<file path="config.mk">
export PLATFORM = sky130hd
export DESIGN_NAME = isabd_decode
export DESIGN_NICKNAME = d
export VERILOG_FILES = /design/src/isabd_cs_match.v /design/src/isabd_decode.v
export VERILOG_INCLUDE_DIRS = /design/src
export SDC_FILE = /design/constraint.sdc
export NUM_CORES = 1
export LEC_CHECK = 0
export BUFFER_PORTS_ARGS = -buffer_cell sky130_fd_sc_hd__buf_4
export CAP_MARGIN = 10
export CORE_MARGIN = 3
export CORE_UTILIZATION = 30
export CTS_CLUSTER_SIZE = 10
export DETAILED_ROUTE_END_ITERATION = 8
export GPL_TIMING_DRIVEN = 1
export PLACE_DENSITY = 0.75
export SLEW_MARGIN = 20
export SYNTH_ARGS = -nofsm -noshare
export SYNTH_HDL_FRONTEND = slang
export SYNTH_SLANG_ARGS = --single-unit
</file>
<file path="constraint.sdc">
create_clock -name core_clk -period 1.71 [get_ports core_clk]
set_input_delay 0.0855 -clock core_clk [delete_from_list [all_inputs] [get_ports core_clk]]
set_output_delay 0.0855 -clock core_clk [all_outputs]
set_load 0.05 [all_outputs]
</file>
<file path="src/isabd_consts.vh">
// Address, mask, code and reset constants for the ISA master/DMA decoder
`ifndef ISABD_CONSTS_VH
`define ISABD_CONSTS_VH

// Firmware space, low megabyte copy and the two high aliases
`define ISABD_FW_LOW_BASE 32'h000E0000
`define ISABD_FW_HI_ALIAS 32'hFFFE0000
`define ISABD_FW_HI1M_ALIAS 32'hFFEE0000
// Compare mask for a 128K window (bits 31..17)
`define ISABD_FW_128K_MASK 32'hFFFE0000
// Address bit that splits the space into two 64K halves
`define ISABD_FW_HALF_BIT 16

// Utility-bus table: match value and care mask over SA[15:0]
`define ISABD_KBD_A_ADDR 16'h0060
`define ISABD_KBD_A_MASK 16'hFFFD
`define ISABD_KBD_B_ADDR 16'h0064
`define ISABD_KBD_B_MASK 16'hFFFD
`define ISABD_RTC_AS_ADDR 16'h0070
`define ISABD_RTC_AS_MASK 16'hFFF9
`define ISABD_RTC_DAT_ADDR 16'h0071
`define ISABD_RTC_DAT_MASK 16'hFFF9
`define ISABD_DISK_PRI_ADDR 16'h01F0
`define ISABD_DISK_PRI_MASK 16'hFFF8
`define ISABD_DISK_SEC_ADDR 16'h0170
`define ISABD_DISK_SEC_MASK 16'hFFF8
`define ISABD_LPT_ADDR 16'h0278
`define ISABD_LPT_MASK 16'hFFF8
`define ISABD_COM2_ADDR 16'h02F8
`define ISABD_COM2_MASK 16'hFFF8

// Write-only ports whose selected bits are held internally, and port 60h watched on reads
`define ISABD_PORT_70 16'h0070
`define ISABD_PORT_372 16'h0372
`define ISABD_PORT_3F2 16'h03F2
`define ISABD_PORT_60 16'h0060
`define ISABD_FULL_MASK 16'hFFFF
// Bits of each write-only port kept in the shadow copies
`define ISABD_SHADOW_70_MASK 8'h80
`define ISABD_SHADOW_372_MASK 8'h0F
`define ISABD_SHADOW_3F2_MASK 8'h0F
`define ISABD_SHADOW_RST 8'h00

// Encoded chip-select codes
`define ISABD_CS_FIRMWARE 4'h0
`define ISABD_CS_KEYBOARD 4'h1
`define ISABD_CS_CLK_STROBE 4'h2
`define ISABD_CS_CLK_DATA 4'h3
`define ISABD_CS_DISK_CMD 4'h4
`define ISABD_CS_PARALLEL 4'h5
`define ISABD_CS_SERIAL_TWO 4'h6
`define ISABD_CS_IDLE 4'hF

// Select enable vector bit positions
`define ISABD_EN_KEYBOARD 0
`define ISABD_EN_CLK_STROBE 1
`define ISABD_EN_CLK_DATA 2
`define ISABD_EN_DISK_CMD 3
`define ISABD_EN_PARALLEL 4
`define ISABD_EN_SERIAL_TWO 5
`define ISABD_EN_WIDTH 6

`endif

</file>
<file path="src/isabd_cs_match.v">
// One masked address compare of the utility-bus chip-select table
`timescale 1ns/1ps
module isabd_cs_match #(
   parameter [15:0] MATCH = 16'h0000,
   parameter [15:0] CARE = 16'hFFFF
) (
   input wire [15:0] addr,
   input wire enable,
   output wire hit
);

   // Cleared CARE bits are the table's don't-care positions
   assign hit = enable & ((addr & CARE) == (MATCH & CARE));

endmodule // isabd_cs_match

</file>
<file path="src/isabd_decode.v">
// ISA master/DMA address decoder: firmware, utility selects, port shadows
`timescale 1ns/1ps
`include "isabd_consts.vh"
module isabd_decode (
   core_clk,
   rst,
   sa,
   la_hi,
   ior_n,
   iow_n,
   memr_n,
   memw_n,
   isa_master_cycle,
   dma_cycle,
   refresh_n,
   sd_in,
   int_reg_hit,
   int_reg_excluded,
   pci_addr,
   pci_mem_cycle,
   top_bios_positive_decode,
   low_bios_enable,
   fwd_low_to_pci,
   fwd_low_override,
   select_enable,
   cs_code,
   firmware_chip_select_enc,
   forward_to_pci,
   contain_to_isa,
   int_reg_cycle_8bit,
   pci_top_bios_positive,
   pci_top_bios_subtractive,
   iochrdy_out,
   iochrdy_oe_n,
   kbd_read_seen,
   shadow_port70,
   shadow_port372,
   shadow_port3f2
);

   input wire core_clk;
   input wire rst;
   input wire [19:0] sa;
   input wire [31:20] la_hi;
   input wire ior_n;
   input wire iow_n;
   input wire memr_n;
   input wire memw_n;
   input wire isa_master_cycle;
   input wire dma_cycle;
   input wire refresh_n;
   input wire [7:0] sd_in;
   input wire int_reg_hit;
   input wire int_reg_excluded;
   input wire [31:16] pci_addr;
   input wire pci_mem_cycle;
   input wire top_bios_positive_decode;
   input wire low_bios_enable;
   input wire fwd_low_to_pci;
   input wire fwd_low_override;
   input wire [`ISABD_EN_WIDTH-1:0] select_enable;
   output reg [3:0] cs_code;
   output reg firmware_chip_select_enc;
   output reg forward_to_pci;
   output reg contain_to_isa;
   output reg int_reg_cycle_8bit;
   output reg pci_top_bios_positive;
   output reg pci_top_bios_subtractive;
   output wire iochrdy_out;
   output wire iochrdy_oe_n;
   output wire kbd_read_seen;
   output wire [7:0] shadow_port70;
   output wire [7:0] shadow_port372;
   output wire [7:0] shadow_port3f2;

   localparam [31:0] FW_LOW = `ISABD_FW_LOW_BASE;
   localparam [31:0] FW_HI = `ISABD_FW_HI_ALIAS;
   localparam [31:0] FW_HI1M = `ISABD_FW_HI1M_ALIAS;
   localparam [31:0] FW_MASK = `ISABD_FW_128K_MASK;

   wire [31:0] isa_addr;
   wire [31:0] pci_full;
   wire [15:0] io_addr;
   wire mem_cycle;
   wire io_rd;
   wire io_wr;
   wire fw_low_win;
   wire fw_upper_half;
   wire fw_lower_half;
   wire fw_select_ok;
   wire pci_upper_hit;
   wire hit_kbd_a;
   wire hit_kbd_b;
   wire hit_clk_strobe;
   wire hit_clk_data;
   wire hit_disk_pri;
   wire hit_disk_sec;
   wire hit_lpt;
   wire hit_com2;
   wire hit_p70;
   wire hit_p372;
   wire hit_p3f2;
   wire hit_p60;
   wire shadow_wr;

   reg ready_drive_ff;
   reg nxt_ready_drive;
   reg iow_prev_ff;
   reg ior_prev_ff;
   reg kbd_read_ff;
   reg nxt_kbd_read;
   reg [7:0] shadow70_ff;
   reg [7:0] shadow372_ff;
   reg [7:0] shadow3f2_ff;
   reg [7:0] nxt_shadow70;
   reg [7:0] nxt_shadow372;
   reg [7:0] nxt_shadow3f2;

   // LA lines above the megabyte come latched from the cycle start
   assign isa_addr = {la_hi, sa};
   assign pci_full = {pci_addr, 16'h0000};
   assign io_addr = sa[15:0];
   assign mem_cycle = ~memr_n | ~memw_n;
   assign io_rd = ~ior_n;
   assign io_wr = ~iow_n;

   // Only the low window is decoded for ISA masters and DMA
   assign fw_low_win = ((isa_addr & FW_MASK) == FW_LOW);
   assign fw_upper_half = fw_low_win & isa_addr[`ISABD_FW_HALF_BIT];
   assign fw_lower_half = fw_low_win & ~isa_addr[`ISABD_FW_HALF_BIT];
   // Refresh and DMA cycles never see the firmware select
   assign fw_select_ok = refresh_n & ~dma_cycle;

   // PCI side sees the upper half in every copy of the space
   assign pci_upper_hit = pci_full[`ISABD_FW_HALF_BIT] &
      (((pci_full & FW_MASK) == FW_LOW) |
       ((pci_full & FW_MASK) == FW_HI) |
       ((pci_full & FW_MASK) == FW_HI1M));

   // Utility-bus table, one compare per row group
   isabd_cs_match #(.MATCH(`ISABD_KBD_A_ADDR), .CARE(`ISABD_KBD_A_MASK))
   u_kbd_a (
      .addr(io_addr),
      .enable(select_enable[`ISABD_EN_KEYBOARD] & (io_rd | io_wr)),
      .hit(hit_kbd_a)
   );

   isabd_cs_match #(.MATCH(`ISABD_KBD_B_ADDR), .CARE(`ISABD_KBD_B_MASK))
   u_kbd_b (
      .addr(io_addr),
      .enable(select_enable[`ISABD_EN_KEYBOARD] & (io_rd | io_wr)),
      .hit(hit_kbd_b)
   );

   // Address strobe only on writes
   isabd_cs_match #(.MATCH(`ISABD_RTC_AS_ADDR), .CARE(`ISABD_RTC_AS_MASK))
   u_clk_strobe (
      .addr(io_addr),
      .enable(select_enable[`ISABD_EN_CLK_STROBE] & io_wr),
      .hit(hit_clk_strobe)
   );

   isabd_cs_match #(.MATCH(`ISABD_RTC_DAT_ADDR), .CARE(`ISABD_RTC_DAT_MASK))
   u_clk_data (
      .addr(io_addr),
      .enable(select_enable[`ISABD_EN_CLK_DATA] & (io_rd | io_wr)),
      .hit(hit_clk_data)
   );

   isabd_cs_match #(.MATCH(`ISABD_DISK_PRI_ADDR), .CARE(`ISABD_DISK_PRI_MASK))
   u_disk_pri (
      .addr(io_addr),
      .enable(select_enable[`ISABD_EN_DISK_CMD] & (io_rd | io_wr)),
      .hit(hit_disk_pri)
   );

   isabd_cs_match #(.MATCH(`ISABD_DISK_SEC_ADDR), .CARE(`ISABD_DISK_SEC_MASK))
   u_disk_sec (
      .addr(io_addr),
      .enable(select_enable[`ISABD_EN_DISK_CMD] & (io_rd | io_wr)),
      .hit(hit_disk_sec)
   );

   isabd_cs_match #(.MATCH(`ISABD_LPT_ADDR), .CARE(`ISABD_LPT_MASK))
   u_lpt (
      .addr(io_addr),
      .enable(select_enable[`ISABD_EN_PARALLEL] & (io_rd | io_wr)),
      .hit(hit_lpt)
   );

   isabd_cs_match #(.MATCH(`ISABD_COM2_ADDR), .CARE(`ISABD_COM2_MASK))
   u_com2 (
      .addr(io_addr),
      .enable(select_enable[`ISABD_EN_SERIAL_TWO] & (io_rd | io_wr)),
      .hit(hit_com2)
   );

   // Exact-address compares for the shadowed and monitored ports
   isabd_cs_match #(.MATCH(`ISABD_PORT_70), .CARE(`ISABD_FULL_MASK))
   u_p70 (
      .addr(io_addr),
      .enable(isa_master_cycle & io_wr),
      .hit(hit_p70)
   );

   isabd_cs_match #(.MATCH(`ISABD_PORT_372), .CARE(`ISABD_FULL_MASK))
   u_p372 (
      .addr(io_addr),
      .enable(isa_master_cycle & io_wr),
      .hit(hit_p372)
   );

   isabd_cs_match #(.MATCH(`ISABD_PORT_3F2), .CARE(`ISABD_FULL_MASK))
   u_p3f2 (
      .addr(io_addr),
      .enable(isa_master_cycle & io_wr),
      .hit(hit_p3f2)
   );

   isabd_cs_match #(.MATCH(`ISABD_PORT_60), .CARE(`ISABD_FULL_MASK))
   u_p60 (
      .addr(io_addr),
      .enable(io_rd),
      .hit(hit_p60)
   );

   // Decode is combinational so selects track the address without delay
   always @*
   begin
      cs_code = `ISABD_CS_IDLE;
      firmware_chip_select_enc = 1'b0;
      forward_to_pci = 1'b0;
      contain_to_isa = 1'b1;
      int_reg_cycle_8bit = 1'b0;
      pci_top_bios_positive = 1'b0;
      pci_top_bios_subtractive = 1'b0;
      if (mem_cycle & fw_upper_half)
      begin
         // Upper half is always enabled
         firmware_chip_select_enc = fw_select_ok;
      end
      else if (mem_cycle & fw_lower_half)
      begin
         if (low_bios_enable)
         begin
            firmware_chip_select_enc = fw_select_ok;
         end
         else if (fwd_low_to_pci | fwd_low_override)
         begin
            forward_to_pci = 1'b1;
            contain_to_isa = 1'b0;
         end
      end
      if (firmware_chip_select_enc)
      begin
         cs_code = `ISABD_CS_FIRMWARE;
      end
      else if (hit_kbd_a | hit_kbd_b)
      begin
         cs_code = `ISABD_CS_KEYBOARD;
      end
      else if (hit_clk_strobe)
      begin
         cs_code = `ISABD_CS_CLK_STROBE;
      end
      else if (hit_clk_data)
      begin
         cs_code = `ISABD_CS_CLK_DATA;
      end
      else if (hit_disk_pri | hit_disk_sec)
      begin
         cs_code = `ISABD_CS_DISK_CMD;
      end
      else if (hit_lpt)
      begin
         cs_code = `ISABD_CS_PARALLEL;
      end
      else if (hit_com2)
      begin
         cs_code = `ISABD_CS_SERIAL_TWO;
      end
      // Excluded registers fall through to ISA like any other cycle
      if (isa_master_cycle & int_reg_hit & ~int_reg_excluded)
      begin
         int_reg_cycle_8bit = 1'b1;
      end
      if (pci_mem_cycle & pci_upper_hit)
      begin
         pci_top_bios_positive = top_bios_positive_decode;
         pci_top_bios_subtractive = ~top_bios_positive_decode;
      end
   end

   // Shadow capture on the first cycle of the write strobe only
   assign shadow_wr = io_wr & iow_prev_ff;

   always @*
   begin
      nxt_shadow70 = shadow70_ff;
      nxt_shadow372 = shadow372_ff;
      nxt_shadow3f2 = shadow3f2_ff;
      // Ready is driven for the whole write strobe, never for 60h reads
      nxt_ready_drive = hit_p70 | hit_p372 | hit_p3f2;
      nxt_kbd_read = isa_master_cycle & hit_p60 & ior_prev_ff;
      if (shadow_wr & hit_p70)
      begin
         nxt_shadow70 = sd_in & `ISABD_SHADOW_70_MASK;
      end
      if (shadow_wr & hit_p372)
      begin
         nxt_shadow372 = sd_in & `ISABD_SHADOW_372_MASK;
      end
      if (shadow_wr & hit_p3f2)
      begin
         nxt_shadow3f2 = sd_in & `ISABD_SHADOW_3F2_MASK;
      end
   end

   always @(posedge core_clk)
   begin
      if (rst)
      begin
         ready_drive_ff <= 1'b0;
         iow_prev_ff <= 1'b1;
         ior_prev_ff <= 1'b1;
         kbd_read_ff <= 1'b0;
         shadow70_ff <= `ISABD_SHADOW_RST;
         shadow372_ff <= `ISABD_SHADOW_RST;
         shadow3f2_ff <= `ISABD_SHADOW_RST;
      end
      else
      begin
         ready_drive_ff <= nxt_ready_drive;
         iow_prev_ff <= iow_n;
         ior_prev_ff <= ior_n;
         kbd_read_ff <= nxt_kbd_read;
         shadow70_ff <= nxt_shadow70;
         shadow372_ff <= nxt_shadow372;
         shadow3f2_ff <= nxt_shadow3f2;
      end
   end

   // Open-drain style ready: enable low while driving the ready level
   assign iochrdy_out = ready_drive_ff;
   assign iochrdy_oe_n = ~ready_drive_ff;
   assign kbd_read_seen = kbd_read_ff;
   assign shadow_port70 = shadow70_ff;
   assign shadow_port372 = shadow372_ff;
   assign shadow_port3f2 = shadow3f2_ff;

endmodule // isabd_decode

</file>
# Yosys cells after proc, flatten, opt, wreduce, memory -nomap -nowiden
# Cells that the tools add are included.
dict set report totals {
  reg_bits 13
  latch_bits 0
  ram_bits 0
  mem_bits_ro 0
  input_bits 78
  out_inout_bits 37
  word_cells 96
  n_memories 0
}
dict set report op_classes {
  n_addsub 0
  n_mul 0
  div_mod_pow 0
  order_cmp 0
  eq_ne 16
  shifts 0
  n_mux 21
  n_bitwise 52
  reduce_logical 0
}
# cell n
set ops {}
lappend ops {{1-bit bitwise AND} 34}
lappend ops {{16-bit by 10-bit == test with 1-bit output, second input constant} 2}
lappend ops {{16-bit by 7-bit == test with 1-bit output, second input constant} 2}
lappend ops {{15-bit == test, second input constant} 2}
lappend ops {{15-bit by 3-bit == test with 1-bit output, second input constant} 2}
lappend ops {{15-bit by 6-bit == test with 1-bit output, second input constant} 2}
lappend ops {{14-bit by 5-bit == test with 1-bit output, second input constant} 2}
lappend ops {{4-bit 2-to-1 mux} 7}
lappend ops {{13-bit by 6-bit == test with 1-bit output, second input constant} 2}
lappend ops {{13-bit by 7-bit == test with 1-bit output, second input constant} 2}
lappend ops {{1-bit 2-to-1 mux} 14}
lappend ops {{1-bit NOT} 9}
lappend ops {{1-bit bitwise OR} 9}

# Longest topological paths before layout
# Gate-level depths: netlist of the first run.
dict set report depth {
  word_depth 11
  mapped_depth 5
  ltp_nobuf 4
}

# Modules after synthesis
# From an unflattened synthesis of the first run, not the netlist that was laid out.
dict set report hier_totals {
  hier_cells 182
  area_unflattened_um2 1487.7
}
# module n_inst cells_each area_each_um2 seq_area_each_um2
set by_module_without_submodules {}
lappend by_module_without_submodules {isabd_decode 1 116 865.8 260.2}
lappend by_module_without_submodules {{isabd_cs_match at u_com2 ...} 3 5 47.5 0.0}
lappend by_module_without_submodules {{isabd_cs_match at u_clk_strobe ...} 2 5 46.3 0.0}
lappend by_module_without_submodules {{isabd_cs_match at u_p70} 1 6 65.1 0.0}
lappend by_module_without_submodules {{isabd_cs_match at u_p60} 1 6 61.3 0.0}
lappend by_module_without_submodules {{isabd_cs_match at u_p372} 1 7 58.8 0.0}
lappend by_module_without_submodules {{isabd_cs_match at u_p3f2} 1 7 56.3 0.0}
lappend by_module_without_submodules {{isabd_cs_match at u_kbd_b} 1 5 55.1 0.0}
lappend by_module_without_submodules {{isabd_cs_match at u_clk_data} 1 5 48.8 0.0}
lappend by_module_without_submodules {{isabd_cs_match at u_kbd_a} 1 5 41.3 0.0}

# Worst setup path before layout of the first run
# Ideal clock, no wire load.
dict set report synth_timing {
  kind {input to output}
  from {in la_hi[29] (netlist bit)}
  to {out cs_code[1]}
  arrival_ns 3.205
  required_time_ns 1.624
  setup_slack_ns -1.581
  cell_stages 3
  n_path_buf 0
  cell_sequence {or4_1 > nor4_1 > a211oi_1}
}
dict set report synth_between {
  elab_chain_cells 6
  word_cells_on_any_way 8
  cone_classes {eq/ne (1); mux (3); bitwise (4)}
}
# item line_no
set synth_rtl {}
lappend synth_rtl {{from (decl)} isabd_decode.v:44} ;# input wire [31:20] la_hi;
lappend synth_rtl {{15-bit by 3-bit == test with 1-bit output *} isabd_decode.v:128} ;# assign fw_low_win = ((isa_addr & FW_MASK) == FW_LOW);
lappend synth_rtl {{1-bit bitwise AND} isabd_decode.v:130} ;# assign fw_lower_half = fw_low_win & ~isa_addr[`ISABD_FW_HALF_BIT];
lappend synth_rtl {{1-bit bitwise AND} isabd_decode.v:242} ;# else if (mem_cycle & fw_lower_half)
lappend synth_rtl {{1-bit 2-to-1 mux} isabd_decode.v:242}
lappend synth_rtl {{1-bit 2-to-1 mux *} isabd_decode.v:237} ;# if (mem_cycle & fw_upper_half)
lappend synth_rtl {{via firmware_chip_select_enc} isabd_decode.v:63} ;# output reg firmware_chip_select_enc;
lappend synth_rtl {{4-bit 2-to-1 mux *} isabd_decode.v:254} ;# if (firmware_chip_select_enc)
lappend synth_rtl {{to (decl)} isabd_decode.v:62} ;# output reg [3:0] cs_code;
# Mark *: on every way through the listed nets, which the timed path passes. The rest lies on a longest branch.

# Worst setup path in the final report of the first run
dict set report layout_timing {
  from {in sa[12]}
  to {reg shadow3f2_ff[1] (netlist: shadow_port3f2[1])}
}
dict set report layout_between {
  elab_chain_cells 3
}
# item line_no
set layout_rtl {}
lappend layout_rtl {{from (decl)} isabd_decode.v:43} ;# input wire [19:0] sa;
lappend layout_rtl {{16-bit by 10-bit == test with 1-bit output} isabd_cs_match.v:13} ;# assign hit = enable & ((addr & CARE) == (MATCH & CARE));
lappend layout_rtl {{1-bit bitwise AND} isabd_cs_match.v:13}
lappend layout_rtl {{1-bit bitwise AND} isabd_decode.v:313} ;# if (shadow_wr & hit_p3f2)
lappend layout_rtl {{to (signal assigned)} isabd_decode.v:329} ;# shadow3f2_ff <= `ISABD_SHADOW_RST;
lappend layout_rtl {{to (signal assigned)} isabd_decode.v:339} ;# shadow3f2_ff <= nxt_shadow3f2;
lappend layout_rtl {{to (decl)} isabd_decode.v:114} ;# reg [7:0] shadow3f2_ff;
# No other way between the ends.
# A chain may end at the register's enable or synchronous reset.

==> results of run 1 <==
worst paths after layout:
kind / end / slack (ns) / start
worst min-delay path: iow_prev_ff / 0.02 / iow_n
worst min register to register: kbd_read_seen / 0.46 / ior_prev_ff
worst max-delay path: shadow_port3f2[1] / 0.17 / sa[12]
worst max register to register: shadow_port3f2[1] / 0.29 / iow_prev_ff
state kept, by name, indices dropped and copies added, names as in the netlist:
name            count
kbd_read_seen       1
ior_prev_ff         1
shadow_port3f2      4
iow_prev_ff         1
shadow_port70       1
iochrdy_out         1
shadow_port372      4
synthesized netlist by cell type, drive strengths merged, types with 2 or more instances:
cell type | n | area share
or4 | 3 | 0.022
nand3 | 7 | 0.034
nand2 | 9 | 0.033
nand4b | 4 | 0.034
dfxtp | 13 | 0.25
a2111oi | 2 | 0.017
nor2 | 8 | 0.029
nand4 | 10 | 0.060
o21ai | 8 | 0.039
or2 | 2 | 0.012
nor4b | 2 | 0.017
buf | 18 | 0.13
nand3b | 2 | 0.014
nor2b | 2 | 0.012
inv | 4 | 0.014
nor4bb | 2 | 0.019
or3b | 2 | 0.017
a21oi | 10 | 0.048
nor4 | 10 | 0.075
a211oi | 3 | 0.022
placed cells by master, fill, tap and decap left out, types with 7 or more instances in the layout:
cell     synthesis  layout
buf_4           16     105
conb_1           1      15
dfxtp_1         13      13
nand4_1         10      10
a21oi_1         10      10
nand2_1          9       9
nor2_1           8       8
nor4_1           9       8
o21ai_1          8       8
nand3_1          7       7
worst max-delay path: stages:
cell and delay, ns:
buf_4 0.11, or4_1 0.55, or4_1 0.69, o21ai_1 0.18, a21oi_1 0.09
metal layers:
| layer | share of wire | global-route usage |
|---|---|---|
| met1 | 0.37 | 0.194 |
| met2 | 0.52 | 0.286 |
| met3 | 0.099 | 0.0485 |
| met4 | 0.013 | 0.0554 |
| met5 | 0 | 0 |
what timing repair did:
item                                   in CTS  in global routing
setup endpoints to repair                   0                  4
hold buffers                                0                  1
resized for setup                           0                  1
endpoints found under the hold margin       0                  1
final cells by class:
class / count / area (µm²)
fill: 291 / 1250
timing repair buffer: 106 / 798
multi-input combinational: 113 / 777
sequential: 13 / 260
tap: 44 / 55.1
clock buffer: 4 / 26.3
inverter: 4 / 15.0
stage by stage:
| stage | setup TNS (ns) | instances |
|---|---|---|
| 3_3_place_gp | -0.643 | 279 |
| 4_1_cts | 0 | 283 |
| 3_5_place_dp | -0.866 | 279 |
| 2_1_floorplan | -1.77 | 149 |
| 6_report | 0 | 284 |
| 5_1_grt | 0 | 284 |
power groups by stage:
| stage | clock network [mW] | registers, mW | logic (mW) |
|---|---|---|---|
| 2_1_floorplan | 0 | 0.313 | 0.155 |
| 3_5_place_dp | 0 | 0.313 | 0.289 |
| 6_report | 0.189 | 0.305 | 0.294 |
| 4_1_cts | 0.196 | 0.305 | 0.289 |
| 3_3_place_gp | 0 | 0.313 | 0.284 |
| 5_1_grt | 0.216 | 0.306 | 0.315 |
kinds of logic after synthesis:
family / count (synthesis)
DFF: 13
other: 1
and+or+nand+nor: 69
AOI/OAI and AO/OA: 29
buffers and inverters: 23
==> flow_summary.toml, run 1 <==
[finish]
drive_above_1_share = 0.517
antenna_cells = 0
final_util = 0.608
areaGrowthSynthToFinish_pct = 86.0
nets = 319
postLayoutCellArea_um2 = 1930

[routing]
wl_um = 3620
drt-initial-drc-count = 73
wl_per_cell_um = 12.8
dr.pass1.iters = 4
ant_nets = 0
routed_via_density = 4.93
num_vias = 1401
drc_errors = 0

[critical_path]
end_kind = "flip-flop"
cp-start-kind = "input pin"
cp_max_fo = 8
arrival_ns = 1.71
crit_required_ns = 1.88
setup.worst_path.class = "in2reg"
ff2ff_path_depth = 4

[clock_network]
clk_latency_ns = 0.27
cts_tree = "done"
cts_made_buffers = 3
post_cts_buffers = 0
cts_sinks = 13
cts-htree-levels = 1
root_buffer = "clkbuf_4"
cts_buffer_depth = 2
clkTransAtPathRegs_ns = 0.08

[floorplan]
num_rows = 20
die_h_um = 64.8
die_w_um = 64.8
start_util = 0.327
core-area_um2 = 3180
top_level_ports = 115
dieArea_um2 = 4200

[logic_synthesis]
synthCells = 135
muxShareOfSynthArea = 0
ys_async_sr_fraction = 0
syn_area_um2 = 1040
syn_area_per_cell_um2 = 7.69
synth_top_family_by_area = "simple AND/OR/NAND/NOR gates"
synthSimpleGateAreaFrac = 0.423
synth_xor_xnor_area_share = 0
synth-seq-cells = 13
yosysUniqueCellTypes = 37
ys.flop_type = "dfxtp_1"
ys_warn_count = 0
synth_compound_area_frac = 0.173
ys_seq_area_frac = 0.251
synth_edf_count = 0
synth_fa_ha_area_frac = 0

[timing]
fin_worst_skew_ns = 0.00578
hold_viol_final = 0
hold_ws_ns = 0.0214
drv_slew = 0
setup_viol = 0
final.period_utilization = 0.903
post-route-min-period_ns = 1.54
worst_slack_ns = 0.165
fmax_ghz = 0.647
rsz0062_at_grt = "false"

[global_routing]
antenna_found_initial = 0
grt_pass1_vias = 1320
grt_max_degree = 15
grt_usage = 0.166
globalRoute.totalOverflow = 0
grt_pass1_wl_um = 5590

[pwr]
p_comb_frac = 0.373
vdd_drop_max_uv = 367
cellInternalPower_mw = 0.536
power_mw = 0.788
p_clk_frac = 0.239
leakage_nw = 0.866
power_density_nw_per_um2 = 408
p_sw_mw = 0.252
switching_share = 0.320
seq_power_share = 0.387

[placement]
place.gp.congestion = 0.778
portBuffers = 96
dpl_cell_area_um2 = 1890
dp_hpwl_um = 3160
place_ws_ns = -0.126

[hold_path]
hold_path.class = "in2reg"
hold_path_depth = 2

[flow_run]
max_cap_viol_count = 0

[status]
status = "finished, final reports clean"
Power figures use the tool's default switching activity.
==> inputs of run 2 (changes only) <==
- BUFFER_PORTS_ARGS: -buffer_cell sky130_fd_sc_hd__buf_4 -> -buffer_cell sky130_fd_sc_hd__clkbuf_2
==> run 2 against run 1 <==
Hold slack improved by 0.0018 ns. Sequential share of layout area rose by 1.9 points. Global-route usage fell by 0.40 points. Via count rose by 1.8%. Critical path depth rose by 1. Cell area fell by 13%.
==> flow_summary.toml, run 2 (same netlist as run 1, synthesis figures left out) <==
[status]
status = "finished, final reports clean"

[global_routing]
grt_use_met3 = 0.0485
antenna_found_initial = 0
use_met2 = 0.284
use_met1 = 0.183
globalRoute.totalOverflow = 0
grt_pass1_wl_um = 5420
grt_max_degree = 14
grt_usage = 0.162
busiest_layer = "met2"
grt_pass1_vias = 1298

[clock_network]
cts_made_buffers = 3
cts_tree = "done"
post_cts_buffers = 0
cts_buffer_depth = 2
clk_latency_ns = 0.28
cts_sinks = 13
clkTransAtPathRegs_ns = 0.09
root_buffer = "clkbuf_4"
ctsResizeCount = 0
cts-htree-levels = 1
hold_buffers = 0

[critical_path]
end_kind = "output port"
slowest_delay_ns = 0.43
crit_required_ns = 1.62
ff2ff_path_depth = 4
worstPathCellList = "clkbuf_2, nor4bb_2, nand4_1, a31oi_1, a211oi_4, clkbuf_2"
cp_max_fo = 4
worst_path_most_repeated_cell = "clkbuf_2"
timing.rr.start = "iow_prev_ff"
r2r-end = "shadow_port372[3]"
setup.worst_path.class = "in2out"
rrSetupSlack_ns = 0.28
cp-start-kind = "input pin"
cpMaxStageDelayCell = "nor4bb_2"
arrival_ns = 1.52

[routing]
dr.pass1.iters = 5
ant_nets = 0
routed_via_density = 5.00
drt-initial-drc-count = 66
num_vias = 1426
drc_errors = 0
wl_per_cell_um = 11.8
wl_um = 3360

[pwr]
vdd_drop_max_uv = 204
power_density_nw_per_um2 = 443
leakage_nw = 0.799

[finish]
areaGrowthSynthToFinish_pct = 62.5
antenna_cells = 0
drive_above_1_share = 0.523
mostFrequentLayoutCell = "clkbuf_2"
postLayoutCellArea_um2 = 1690
final_cell_mix = "96 x clkbuf_2, 15 x conb_1, 13 x dfxtp_1"
nets = 320

[timing]
fmax_ghz = 0.622
drv_slew = 0
hold_ws_ns = 0.0232
setup_viol = 0
hold_viol_final = 0
rsz0062_at_grt = "true"
post-route-min-period_ns = 1.61
fin_worst_skew_ns = 0.00922
finalSetupTns_ns = 0
final.period_utilization = 0.940

[floorplan]
die_h_um = 64.8
dieArea_um2 = 4200
die_w_um = 64.8
start_util = 0.327
core-area_um2 = 3180
num_rows = 20
top_level_ports = 115

[hold_path]
hold_start = "ior_n"
hold_path.class = "in2reg"
hold_path_depth = 2
whs_endpoint = "ior_prev_ff"

[placement]
portBuffers = 96
dpl_cell_area_um2 = 1660
place.gp.congestion = 0.803
dp_hpwl_um = 2960

[flow_run]
max_cap_viol_count = 0
## run 2: cell count changes in the layout (fill, tap and decap cells not counted)
cell and change:
clkbuf_2 +96, buf_4 -94, dlygate4sd3_1 -1, nor4bb_4 -1, nor4bb_2 +1
## run 2: worst max path at each step
| stage | startpoint | endpoint | slack (ns) | depth (start not counted) |
|---|---|---|---|---|
| 6_report | sa[11] | cs_code[3] | 0.10 | 6 |
| 3_5_place_dp | sa[12] | shadow_port3f2[0] | -0.08 | 5 |
| 3_3_place_gp | sa[12] | shadow_port372[2] | -0.05 | 5 |
| 5_1_grt | sa[11] | cs_code[3] | -0.02 | 6 |
| 2_1_floorplan | pci_addr[23] | pci_top_bios_positive | -0.67 | 3 |
| 4_1_cts | sa[11] | cs_code[3] | 0.09 | 6 |
## run 2: worst max-delay path: cells and delay by family
kind	cells	cell delay [ns]
AND/OR/NAND/NOR	2	0.70
AO/OA/AOI/OAI	2	0.39
buffers and inverters	2	0.33
## run 2: per-stage QoR
stage	worst slack (ns)	util	cells	total power, mW
5_1_grt	-0.0232	0.531	285	0.797
2_1_floorplan	-0.669	-	149	0.467
4_1_cts	0.0908	0.531	285	0.757
3_5_place_dp	-0.0804	0.523	281	0.556
6_report	0.103	0.531	285	0.747
3_3_place_gp	-0.0503	0.523	281	0.552
## run 2: cell type report
| type | count | area, µm² |
|---|---|---|
| clock buffers | 4 | 26.3 |
| inverters | 4 | 15.0 |
| repair buffers | 107 | 563 |
| multi-input cells | 113 | 768 |
| well taps | 44 | 55.1 |
| flip-flops and latches | 13 | 260 |
| fillers | 334 | 1490 |
## run 2: metal layers
layer / vias to the layer above / part of all wire
li1: 707 / -
met1: 639 / 0.38
met2: 76 / 0.52
met3: 4 / 0.091
met4: 0 / 0.014
met5: - / 0
## run 2: power by group
part	switching [mW]	leakage, nW	internal, mW
registers	0.000519	0.105	0.305
clock network	0.106	0.0150	0.0906
logic	0.152	0.679	0.0931
total	0.258	0.799	0.489
